File: src/tmrc_pkg.sv
/*
 * tmrc_pkg: shared constants and types for the test mode and reset
 * control block. Assumes a single 100 MHz system clock.
 */
package tmrc_pkg;

   // ------------------------------------------------------------
   // clock and timing
   // ------------------------------------------------------------
   localparam int unsigned CLK_HZ        = 100_000_000;
   localparam int unsigned SER_MAX_BPS   = 10_000_000;
   // shortest serial bit in system cycles, round down
   localparam int unsigned SER_BIT_CYC   = CLK_HZ / SER_MAX_BPS;
   localparam int unsigned POR_STEP_NS   = 1000;
   localparam int unsigned POR_STEP_CYC  = (POR_STEP_NS * (CLK_HZ / 1_000_000) + 999) / 1000;
   localparam int unsigned STEP_W        = 8;
   // core tick divider for each clock range
   localparam logic [3:0]  DIV_LOW_RANGE  = 4'h1;
   localparam logic [3:0]  DIV_HIGH_RANGE = 4'h2;

   // ------------------------------------------------------------
   // serial port
   // ------------------------------------------------------------
   localparam int unsigned SER_W         = 16;
   localparam logic [SER_W-1:0] SER_RESET = 16'h0000;

   // ------------------------------------------------------------
   // test select pin coding {primary, secondary}
   // ------------------------------------------------------------
   localparam logic [1:0] TSEL_NORMAL  = 2'h0;
   localparam logic [1:0] TSEL_FLOAT   = 2'h1;
   localparam logic [1:0] TSEL_PINMAP  = 2'h2;
   localparam logic [1:0] TSEL_DIGANA  = 2'h3;

   typedef enum logic [3:0] {
      TMRC_MODE_NORMAL = 4'h1,
      TMRC_MODE_PINMAP = 4'h2,
      TMRC_MODE_FLOAT  = 4'h4,
      TMRC_MODE_DIGANA = 4'h8
   } tmrc_mode_t;

   // power-on reset sequence, one-hot
   typedef enum logic [5:0] {
      TMRC_POR_RUN     = 6'h01,
      TMRC_POR_CLEAR   = 6'h02,
      TMRC_POR_FLOAT   = 6'h04,
      TMRC_POR_RECT    = 6'h08,
      TMRC_POR_RETRACT = 6'h10,
      TMRC_POR_BRAKE   = 6'h20
   } tmrc_por_t;

   typedef struct packed {
      logic regs_clear;
      logic spin_float;
      logic sync_rect_en;
      logic retract;
      logic brake;
   } tmrc_pwr_t;

   typedef struct packed {
      logic [SER_W-1:0] word;
      logic             valid;
   } tmrc_ser_word_t;

endpackage : tmrc_pkg

File: src/tmrc_serial_shifter.sv
/*
 * tmrc_serial_shifter: shifts the bidirectional serial data line.
 * Assumes its pin inputs are already synchronised to clk_sys.
 */
`timescale 1ns/1ps
`default_nettype none

module tmrc_serial_shifter
   import tmrc_pkg::*;
(
   // clock and reset
   input  wire logic             clk_sys,
   input  wire logic             rst_n,
   input  wire logic             clear,
   // synchronised pins
   input  wire logic             sel_s,
   input  wire logic             sclk_s,
   input  wire logic             rw_s,
   input  wire logic             sdi_s,
   // user side
   input  wire logic [SER_W-1:0] rd_word,
   output tmrc_pkg::tmrc_ser_word_t wr_out,
   output logic                  sdo,
   output logic                  sdo_req
);
   import tmrc_pkg::*;

   typedef struct packed {
      logic             sclk_d;
      logic             sel_d;
      logic [SER_W-1:0] sh;
      logic             sdo;
      tmrc_ser_word_t   wr;
   } tmrc_shf_st_t;

   tmrc_shf_st_t st_q;
   tmrc_shf_st_t st_d;

   always_comb begin
      st_d          = st_q;
      st_d.sclk_d   = sclk_s;
      st_d.sel_d    = sel_s;
      st_d.wr.valid = 1'b0;
      if (clear) begin
         st_d.sh  = SER_RESET;
         st_d.sdo = 1'b0;
      end else if (sel_s && !st_q.sel_d) begin
         // read word captured at select, first bit out at once
         st_d.sh  = rw_s ? rd_word : SER_RESET;
         st_d.sdo = rw_s ? rd_word[SER_W-1] : 1'b0;
      end else if (sel_s) begin
         if (sclk_s && !st_q.sclk_d) begin
            st_d.sh = {st_q.sh[SER_W-2:0], sdi_s};
         end
         if (!sclk_s && st_q.sclk_d) begin
            st_d.sdo = st_q.sh[SER_W-1];
         end
      end else if (st_q.sel_d && !rw_s) begin
         st_d.wr.word  = st_q.sh;
         st_d.wr.valid = 1'b1;
      end
   end

   always_ff @(posedge clk_sys or negedge rst_n) begin
      if (!rst_n) begin
         st_q <= '0;
      end else begin
         st_q <= st_d;
      end
   end

   assign wr_out  = st_q.wr;
   assign sdo     = st_q.sdo;
   assign sdo_req = sel_s & rw_s;

endmodule : tmrc_serial_shifter
`default_nettype wire

File: src/tmrc_top.sv
/*
 * tmrc_top: test mode decode, low-voltage reset sequencing, clock range
 * prescale, serial port pins and synthesized speed output.
 * Assumes clk_sys is the system clock pin; all other pins are async.
 */
`timescale 1ns/1ps
`default_nettype none

module tmrc_top
   import tmrc_pkg::*;
(
   // clock and reset
   input  wire logic               clk_sys,
   input  wire logic               rst_n,
   // test select pins
   input  wire logic               test_select_primary,
   input  wire logic               test_select_secondary,
   // supply and sleep
   input  wire logic               low_voltage_det,
   input  wire logic               sleep_mode,
   // control bits
   input  wire logic               clock_range_select,
   input  wire logic               speed_output_select,
   // serial port pins
   input  wire logic               chip_select_in,
   input  wire logic               serial_clk_in,
   input  wire logic               serial_rw_in,
   input  wire logic               serial_data_i,
   output logic                    serial_data_o,
   output logic                    serial_data_oe,
   // serial user side
   input  wire logic [SER_W-1:0]   serial_rd_word,
   output tmrc_pkg::tmrc_ser_word_t serial_wr,
   // motor phase comparators
   input  wire logic [2:0]         phase_zc,
   output logic                    synthesized_speed_out,
   output logic                    synthesized_speed_oe,
   // probe pins
   input  wire logic               digital_probe_src,
   input  wire logic               digital_probe_i,
   output logic                    digital_probe_o,
   output logic                    digital_probe_oe,
   output logic                    ext_fll_clk,
   output logic                    analog_probe_out,
   output logic                    pin_map_test,
   output tmrc_pkg::tmrc_mode_t    test_mode,
   // power stage control
   output tmrc_pkg::tmrc_pwr_t     pwr_ctl,
   output logic                    por_active,
   output logic                    core_tick
);
   import tmrc_pkg::*;

   localparam int unsigned NSYNC = 11;

   // ------------------------------------------------------------
   // state
   // ------------------------------------------------------------
   typedef struct packed {
      logic [NSYNC-1:0] sync1;
      logic [NSYNC-1:0] sync2;
      logic [2:0]       zc_d;
      tmrc_por_t        por;
      logic [STEP_W-1:0] step;
      logic [3:0]       div;
      logic             tick;
      logic             speed;
      tmrc_mode_t       mode;
      tmrc_pwr_t        pwr;
      logic             probe;
   } tmrc_st_t;

   tmrc_st_t st_q;
   tmrc_st_t st_d;

   function automatic tmrc_mode_t decode_mode(input logic [1:0] sel);
      unique case (sel)
         TSEL_NORMAL: decode_mode = TMRC_MODE_NORMAL;
         TSEL_PINMAP: decode_mode = TMRC_MODE_PINMAP;
         TSEL_FLOAT:  decode_mode = TMRC_MODE_FLOAT;
         TSEL_DIGANA: decode_mode = TMRC_MODE_DIGANA;
      endcase
   endfunction : decode_mode

   function automatic tmrc_pwr_t por_outputs(input tmrc_por_t s);
      tmrc_pwr_t p;
      p = '0;
      unique case (s)
         TMRC_POR_RUN:     p = '0;
         TMRC_POR_CLEAR:   p.regs_clear = 1'b1;
         TMRC_POR_FLOAT:   p = '{regs_clear: 1'b1, spin_float: 1'b1, default: 1'b0};
         TMRC_POR_RECT:    p = '{regs_clear: 1'b1, spin_float: 1'b1, sync_rect_en: 1'b1, default: 1'b0};
         TMRC_POR_RETRACT: p = '{brake: 1'b0, default: 1'b1};
         TMRC_POR_BRAKE:   p = '{default: 1'b1};
         default:          p = '{default: 1'b1};
      endcase
      return p;
   endfunction : por_outputs

   // ------------------------------------------------------------
   // synchronised pins
   // ------------------------------------------------------------
   logic       lv_s;
   logic [1:0] tsel_s;
   logic       sel_s;
   logic       sclk_s;
   logic       rw_s;
   logic       sdi_s;
   logic [2:0] zc_s;
   logic       dprobe_s;
   logic       float_pins;
   logic       shf_clear;
   logic       sdo;
   logic       sdo_req;

   assign {lv_s, tsel_s, sel_s, sclk_s, rw_s, sdi_s, zc_s, dprobe_s} = st_q.sync2;

   always_comb begin
      st_d       = st_q;
      st_d.sync1 = {low_voltage_det, test_select_primary, test_select_secondary,
                    chip_select_in, serial_clk_in, serial_rw_in, serial_data_i,
                    phase_zc, digital_probe_i};
      st_d.sync2 = st_q.sync1;
      st_d.zc_d  = zc_s;

      st_d.mode = decode_mode(tsel_s);

      st_d.step = st_q.step + 8'h01;
      unique case (st_q.por)
         TMRC_POR_RUN: begin
            st_d.step = '0;
            if (lv_s) begin
               st_d.por = TMRC_POR_CLEAR;
            end
         end
         TMRC_POR_CLEAR: begin
            if (st_q.step == STEP_W'(POR_STEP_CYC - 1)) begin
               st_d.por  = TMRC_POR_FLOAT;
               st_d.step = '0;
            end
         end
         TMRC_POR_FLOAT: begin
            if (st_q.step == STEP_W'(POR_STEP_CYC - 1)) begin
               st_d.por  = TMRC_POR_RECT;
               st_d.step = '0;
            end
         end
         TMRC_POR_RECT: begin
            if (st_q.step == STEP_W'(POR_STEP_CYC - 1)) begin
               st_d.por  = TMRC_POR_RETRACT;
               st_d.step = '0;
            end
         end
         TMRC_POR_RETRACT: begin
            if (st_q.step == STEP_W'(POR_STEP_CYC - 1)) begin
               st_d.por  = TMRC_POR_BRAKE;
               st_d.step = '0;
            end
         end
         TMRC_POR_BRAKE: begin
            // brake holds until the supply has recovered
            st_d.step = '0;
            if (!lv_s) begin
               st_d.por = TMRC_POR_RUN;
            end
         end
         default: begin
            st_d.por  = TMRC_POR_CLEAR;
            st_d.step = '0;
         end
      endcase
      st_d.pwr = por_outputs(st_d.por);

      st_d.tick = 1'b0;
      if (st_q.div >= (clock_range_select ? DIV_HIGH_RANGE : DIV_LOW_RANGE)) begin
         st_d.div  = '0;
         st_d.tick = 1'b1;
      end else begin
         st_d.div = st_q.div + 4'h1;
      end

      if (st_q.pwr.regs_clear) begin
         st_d.speed = 1'b0;
      end else if (speed_output_select) begin
         if (zc_s[0] != st_q.zc_d[0]) begin
            st_d.speed = ~st_q.speed;
         end
      end else if (zc_s != st_q.zc_d) begin
         st_d.speed = ~st_q.speed;
      end

      st_d.probe = digital_probe_src;
   end

   always_ff @(posedge clk_sys or negedge rst_n) begin
      if (!rst_n) begin
         st_q       <= '0;
         st_q.por   <= TMRC_POR_CLEAR;
         st_q.mode  <= TMRC_MODE_NORMAL;
         st_q.pwr   <= '{regs_clear: 1'b1, default: 1'b0};
      end else begin
         st_q <= st_d;
      end
   end

   // ------------------------------------------------------------
   // serial port
   // ------------------------------------------------------------
   assign shf_clear = st_q.pwr.regs_clear;

   tmrc_serial_shifter u_shifter (
      .clk_sys (clk_sys),
      .rst_n   (rst_n),
      .clear   (shf_clear),
      .sel_s   (sel_s),
      .sclk_s  (sclk_s),
      .rw_s    (rw_s),
      .sdi_s   (sdi_s),
      .rd_word (serial_rd_word),
      .wr_out  (serial_wr),
      .sdo     (sdo),
      .sdo_req (sdo_req)
   );

   // ------------------------------------------------------------
   // pins
   // ------------------------------------------------------------
   // float test only floats logic pins, never the drives
   assign float_pins = sleep_mode | (st_q.por != TMRC_POR_RUN) | (st_q.mode == TMRC_MODE_FLOAT);

   assign serial_data_o  = sdo;
   assign serial_data_oe = sdo_req & ~float_pins;

   assign synthesized_speed_out = st_q.speed;
   assign synthesized_speed_oe  = ~float_pins;

   assign digital_probe_o  = st_q.probe;
   assign digital_probe_oe = (st_q.mode == TMRC_MODE_DIGANA);
   assign analog_probe_out = (st_q.mode == TMRC_MODE_DIGANA);
   assign ext_fll_clk      = dprobe_s & ~digital_probe_oe;

   assign pin_map_test = (st_q.mode == TMRC_MODE_PINMAP);
   assign test_mode    = st_q.mode;
   assign pwr_ctl      = st_q.pwr;
   assign por_active   = (st_q.por != TMRC_POR_RUN);
   assign core_tick    = st_q.tick;

endmodule : tmrc_top
`default_nettype wire

File: config.mk
export PLATFORM = sky130hd
export DESIGN_NAME = tmrc_top
export DESIGN_NICKNAME = d
export VERILOG_FILES = /design/src/tmrc_pkg.sv /design/src/tmrc_serial_shifter.sv /design/src/tmrc_top.sv
export SDC_FILE = /design/constraint.sdc
export NUM_CORES = 1
export LEC_CHECK = 0
export ABC_CLOCK_PERIOD_IN_PS = 2100
export BUFFER_PORTS_ARGS = -buffer_cell sky130_fd_sc_hd__buf_2
export CAP_MARGIN = 20
export CELL_PAD_IN_SITES_DETAIL_PLACEMENT = 0
export CELL_PAD_IN_SITES_GLOBAL_PLACEMENT = 2
export CORE_AREA = 2 2 105 107
export CTS_BUF_LIST = sky130_fd_sc_hd__clkbuf_4 sky130_fd_sc_hd__clkbuf_8 sky130_fd_sc_hd__clkbuf_16
export DETAILED_ROUTE_END_ITERATION = 6
export DIE_AREA = 0 0 107 109
export PLACE_DENSITY = 0.87
export SLEW_MARGIN = 20
export SYNTH_ARGS = -nofsm -noshare
export SYNTH_HDL_FRONTEND = slang
export SYNTH_SLANG_ARGS = --single-unit
File: constraint.sdc
create_clock -name clk_sys -period 2.1 [get_ports clk_sys]
set_input_delay 0 -clock clk_sys [delete_from_list [all_inputs] [get_ports clk_sys]]
set_output_delay 0 -clock clk_sys [all_outputs]
set_load 0.1 [all_outputs]
Word-level counts from Yosys, hierarchy flattened
Cells that the tools add are included.
{"block": "word_totals", "wordCells": 103, "n_memories": 0, "romBits": 0, "ram_bits": 0, "in_bits": 33, "latch_bits": 0, "ff_bits": 91}
{"block": "op_classes", "n_addsub": 2, "shift": 0, "n_lt_le_gt_ge": 1, "n_eq_ne": 22, "mul": 0, "bitwise_logic": 11, "n_reduce_logical": 18, "muxes": 28, "div_mod_pow": 0}
{"operator": "$pmux W14 S6", "n": 1}
{"operator": "$mux W14", "n": 4}
{"operator": "$mux W17", "n": 3}
{"operator": "$mux W16", "n": 2}
{"operator": "$pmux W4 S4", "n": 2}
{"operator": "$eq A6 B1 Y1 const B", "n": 2}
{"operator": "$eq A6 B2 Y1 const B", "n": 2}
{"operator": "$eq A6 B3 Y1 const B", "n": 2}
{"operator": "$eq A6 B4 Y1 const B", "n": 2}
{"operator": "$eq A6 B5 Y1 const B", "n": 2}
{"operator": "$mux W1", "n": 12}
{"operator": "$mux W6", "n": 2}
{"operator": "$reduce_bool A3 Y1", "n": 4}
{"operator": "$add A8 B1 Y8 const B", "n": 1}
{"operator": "$eq A8 B7 Y1 const B", "n": 1}
{"operator": "$eq A6 B6 Y1 const B", "n": 1}
{"operator": "$ne A6 B1 Y1 const B", "n": 1}
{"operator": "$not A1 Y1", "n": 6}
{"operator": "$reduce_and A2 Y1", "n": 3}
{"operator": "$add A4 B1 Y4 const B", "n": 1}
{"operator": "$eq A2 B2 Y1 const B", "n": 2}
{"operator": "$eq A4 B2 Y1 const B", "n": 1}
{"operator": "$eq A4 B3 Y1 const B", "n": 1}
{"operator": "$eq A4 B4 Y1 const B", "n": 1}
{"operator": "14 further kinds", "n": 23}

Depth between registers and ports, before layout
{"block": "logic_depth", "ltp_word": 6, "ltp_mapped": 6, "mapped_depth_nobuf": 6}

By module
From an unflattened synthesis, not the netlist that was laid out.
{"block": "unflattened", "hier_cells": 299, "hier_area_um2": 3853.7}
{"mod": "tmrc_top", "cells_each": 175, "instances": 1, "area_per_inst_um2": 2138.3}
{"mod": "tmrc_serial_shifter", "cells_each": 124, "instances": 1, "area_per_inst_um2": 1715.4}

Least setup slack after synthesis
Ideal clock, no wire load.
{"block": "synth_timing", "path_type": "register to output", "start": "register st_q, in the netlist test_mode[1]", "end": "output ext_fll_clk", "slack_ns": -3.332, "arrival_ns": 5.432, "required_ns": 2.100, "path_buffers": 0, "path_stages_with_launch": 3, "path_cell_list": "dfrtp_1 > nor4b_1 > nor2b_1"}
{"block": "synth_between", "elab_chain_len": 3}
{"element": "start, declared", "line_no": "tmrc_top.sv:73", "source": "tmrc_st_t st_q;"}
{"element": "start signal, assigned", "line_no": "tmrc_top.sv:202", "source": "st_q <= st_d;"}
{"element": "$eq A4 B4 Y1"}
{"element": "via analog_probe_out", "line_no": "tmrc_top.sv:44", "source": "output logic analog_probe_out,"}
{"element": "$not A1 Y1", "line_no": "tmrc_top.sv:240", "source": "assign ext_fll_clk = dprobe_s & ~digital_probe_oe;"}
{"element": "$and A1 B1 Y1", "line_no": "tmrc_top.sv:240"}
{"element": "end, declared", "line_no": "tmrc_top.sv:43", "source": "output logic ext_fll_clk,"}
The timed path passes the listed nets, and every way through them passes these cells.

Worst setup path in the final report
{"block": "layout_timing", "start": "register st_q[26] in the netlist's numbering", "end": "output synthesized_speed_oe"}
{"block": "layout_between", "elab_chain_len": 4}
{"element": "$ne A6 B1 Y1", "line_no": "tmrc_top.sv:229", "source": "assign float_pins = sleep_mode | (st_q.por != TMRC_POR_RUN) | (st_q.mode == TMRC_MODE_FLOAT);"}
{"element": "$or A1 B1 Y1 (2 in a row)", "line_no": "tmrc_top.sv:229"}
{"element": "$not A1 Y1", "line_no": "tmrc_top.sv:235", "source": "assign synthesized_speed_oe = ~float_pins;"}
{"element": "end, declared", "line_no": "tmrc_top.sv:37", "source": "output logic synthesized_speed_oe,"}
No other way between the ends.

==> impl_metrics.ini <==
[hold_path]
min_from = speed_output_select
holdCritPathClass = in -> reg
worst_hold_path.endpoint = synthesized_speed_out
min_delay_path_depth = 4

[timing]
skew_ns = 0.007458
worst_slew_pin_slew_ns = 0.6644
final_setup_tns_ns = 0
period_needed_ns = 1.969
period_utilization = 0.9377
slew_headroom = 0.5566
slew_viol_final = 0
max_clock_freq_mhz = 507.8
grt_setup_unrepaired = no
setup_viol_count_final = 0
finalHoldViolCount = 0

[flow_run]
cap_viol_max_count = 0

[logic_synthesis]
syn_nets = 335
post_synth_main_area_contributors = sky130_fd_sc_hd__dfrtp_1 58%, sky130_fd_sc_hd__mux2_2 9.4%, sky130_fd_sc_hd__buf_4 5.5%, sky130_fd_sc_hd__a22o_1 3.4%, sky130_fd_sc_hd__dfstp_2 2.1%
syn_inst = 298
synth-main-ff-cell = sky130_fd_sc_hd__dfrtp_1
async_flop_share = 1.000
post_synthesis_sequential_area_ratio = 0.5971
number_of_enable_type_register_cells_in_the_synthesized_netlist = 0
top_area_cell_type_share_of_the_netlist_area = 0.5765
post_synth_num_cell_types = 45
yosys_register_bits = 91
mappedNetlistArea_um2 = 3820
synth_largest_area_cell = sky130_fd_sc_hd__dfrtp_1
synth_area_per_cell_um2 = 12.82
synth_warnings = 0

[critical_path]
critical_path.most_common_cell = sky130_fd_sc_hd__nor3_4
timing.critical_path.slowest_cell_delay_ns = 0.49
critical_path.max_fanout = 9
critical_path.cell_chain = nor3_4 -> nand3_4 -> nor3_4 -> buf_2
worstRegToRegCells = 3
regToRegEndpoint = u_shifter.st_q[32]
cp.buffers_inverters = 1
worst-r2r-setup-slack_ns = 0.37
critical_path.endpoint_type = primary output
cp-start-kind = flip-flop
worstSetupPathType = reg -> out
critical-path-slowest-cell = sky130_fd_sc_hd__dfrtp_1
critical-path-top-delay-family = simple AND/OR/NAND/NOR gates
data_required_critical_path_ns = 2.10
startpoint_of_the_lowest_slack_register_to_register_path = shf_clear
worst-endpoint-arrival_ns = 1.97

[placement]
routabilityCongestion = 0.8167
port_buffers = 69
post-dp-hpwl_um = 4845
placedInstanceArea_um2 = 4212

[die]
initial_core_util = 0.3603
die_boundary_width_um = 107
die-height_um = 109
ios = 70
row_count = 38
die_area_um2 = 11660
core-area_um2 = 10600

[clock_network]
cts_tree = yes
cts_root_buffer = sky130_fd_sc_hd__clkbuf_8
numCtsBuffers = 9
tritoncts_num_sinks = 91
cts.path.max_buffers = 2
clock_pin_slew_reported_for_the_worst_setup_and_hold_paths_after_clock_tree_synthesis_ns = 0.08
clkLatencyLatePin_ns = 0.36
htreeDepth = 3
post_cts_buffers = 0

[global_route]
global_route_wire_length_before_repair_um = 11950
grt_total_ovfl = 0
largest_net_degree_at_the_start_of_global_routing = 41
number_of_antenna_violations_at_the_first_check_in_global_routing = 0
number_of_global_route_vias_before_repair = 2445
globalRouteTotalUtil = 0.1341

[layout]
final_area_um2 = 4703
synthToLayoutAreaGrowth_pct = 23.12
fin_nets = 412
post_route_cells_drive_above_1_share = 0.3737
layout_common_cells = 87 x sky130_fd_sc_hd__dfrtp_1, 67 x sky130_fd_sc_hd__buf_2, 32 x sky130_fd_sc_hd__mux2_2
area_of_combinational_cells_with_multiple_inputs_um2 = 1294
layout_commonest_cell = sky130_fd_sc_hd__dfrtp_1
number_of_antenna_diodes = 0
fillerInstances = 959
sequential_cell_area_um2 = 2282

[routing]
drtAntennaViolNets = 0
firstDrtPassIters = 4
drt-wirelength-per-cell_um = 13.47
drc = 0
num_vias = 2399
drt_wl_total_um = 7004
drt_iter0_drc = 63
route.detailed.vias_per_inst = 4.613

[outcome]
status = complete, no violations

[power]
ir_worst_vdd_mv = 0.3138
cellPowerDensity_nw_per_um2 = 696.6
total_leakage_power_nw = 2.299
layout make-up:
type,instances,area share
clock buffer,12,0.03246
clock inverter,4,0.01064
inverter,12,0.009577
multi-input combinational,158,0.2751
sequential,91,0.4852
tap,140,0.03724
timing repair buffer,103,0.1498
layer usage:
| metal | vias to the layer above | part of all wire | GRT usage |
|---|---|---|---|
| met5 | - | 0 | 0 |
| li1 | 1163 | - | - |
| met3 | 11 | 0.048 | 0.03347 |
| met1 | 1166 | 0.48 | 0.1781 |
| met2 | 59 | 0.45 | 0.2066 |
| met4 | 0 | 0.020 | 0.06401 |
worst reg2reg max path, cell delays in order (launching register included):
cell and delay [ns]:
sky130_fd_sc_hd__dfstp_2 0.65, sky130_fd_sc_hd__and3b_1 0.40, sky130_fd_sc_hd__a22o_1 0.32, sky130_fd_sc_hd__mux2_2 0.25
how the worst max path moves through the flow:
stage / start / endpoint / slack [ns] / cells after the start
after floorplan: st_q[27] / serial_data_oe / -0.38 / 4
after global placement: st_q[26] / serial_data_oe / 0.36 / 5
after detailed placement: sel_s / u_shifter.st_q[32] / 0.33 / 4
after CTS: st_q[26] / serial_data_oe / 0.07 / 5
after global routing: st_q[26] / synthesized_speed_oe / 0.03 / 4
final: st_q[26] / synthesized_speed_oe / 0.13 / 4
kinds of logic after synthesis:
family                     after synthesis  share of synthesized area
xor gates and xnor gates                10                    0.02293
muxes                                   32                    0.09433
DFF                                     91                     0.5971
and+or+nand+nor                         68                     0.1061
adders and majority gates                4                    0.01310
other                                    1                  0.0009817
buffers and inverters                   49                    0.08385
AOI/OAI and AO/OA                       43                    0.08156
state kept, by name, summed over array words and instances, names as in the netlist:
signal,cells
sel_s,1
synthesized_speed_out,1
u_shifter.st_q,18
core_tick,1
st_d,14
digital_probe_o,1
lv_s,1
pwr_ctl,4
shf_clear,1
u_shifter.wr_out,17
sclk_s,1
dprobe_s,1
sdi_s,1
test_mode,4
st_q,23
u_shifter.sdo,1
rw_s,1
stage by stage:
step           std cells    util  setup WS, ns  hold slack [ns]  total power, mW
2_1_floorplan        298       -       -0.3795          -0.2956            1.984
3_3_place_gp         476  0.3972        0.3601          0.02987            2.075
3_5_place_dp         476  0.3972        0.3331          0.02026            2.079
4_1_cts              520  0.4430       0.06839          0.02224            3.339
5_1_grt              520  0.4436       0.03001          0.04957            3.434
6_report             520  0.4436        0.1308          0.03382            3.276
report_power, final:
part           total (mW)  switching, mW  internal (mW)
registers            1.82         0.0275           1.79
clock network        1.20          0.590          0.608
logic               0.260          0.165         0.0941
what timing repair did:
action | in CTS | in global routing
setup endpoints to repair | 1 | 1
hold endpoints to repair | 65 | 0
resized for setup | 1 | 1
hold buffers | 28 | 0
cell usage after synthesis, types with 3 or more instances:
library cell and instances:
sky130_fd_sc_hd__a22o_1 15, sky130_fd_sc_hd__inv_1 12, sky130_fd_sc_hd__ha_1 4, sky130_fd_sc_hd__xor2_1 4, sky130_fd_sc_hd__o21a_1 3, sky130_fd_sc_hd__a21oi_1 6, sky130_fd_sc_hd__dfrtp_1 88, sky130_fd_sc_hd__nand3_1 7
sky130_fd_sc_hd__nor2_1 13, sky130_fd_sc_hd__nor2b_1 6, sky130_fd_sc_hd__o21ai_0 9, sky130_fd_sc_hd__nor4b_1 3, sky130_fd_sc_hd__buf_2 4, sky130_fd_sc_hd__mux2_2 32, sky130_fd_sc_hd__xnor2_1 6, sky130_fd_sc_hd__nor3_1 12
sky130_fd_sc_hd__and3_1 5, sky130_fd_sc_hd__buf_4 28, sky130_fd_sc_hd__nand2_1 7, sky130_fd_sc_hd__dfstp_2 3
Note: power is estimated with default switching activity, not from simulation.
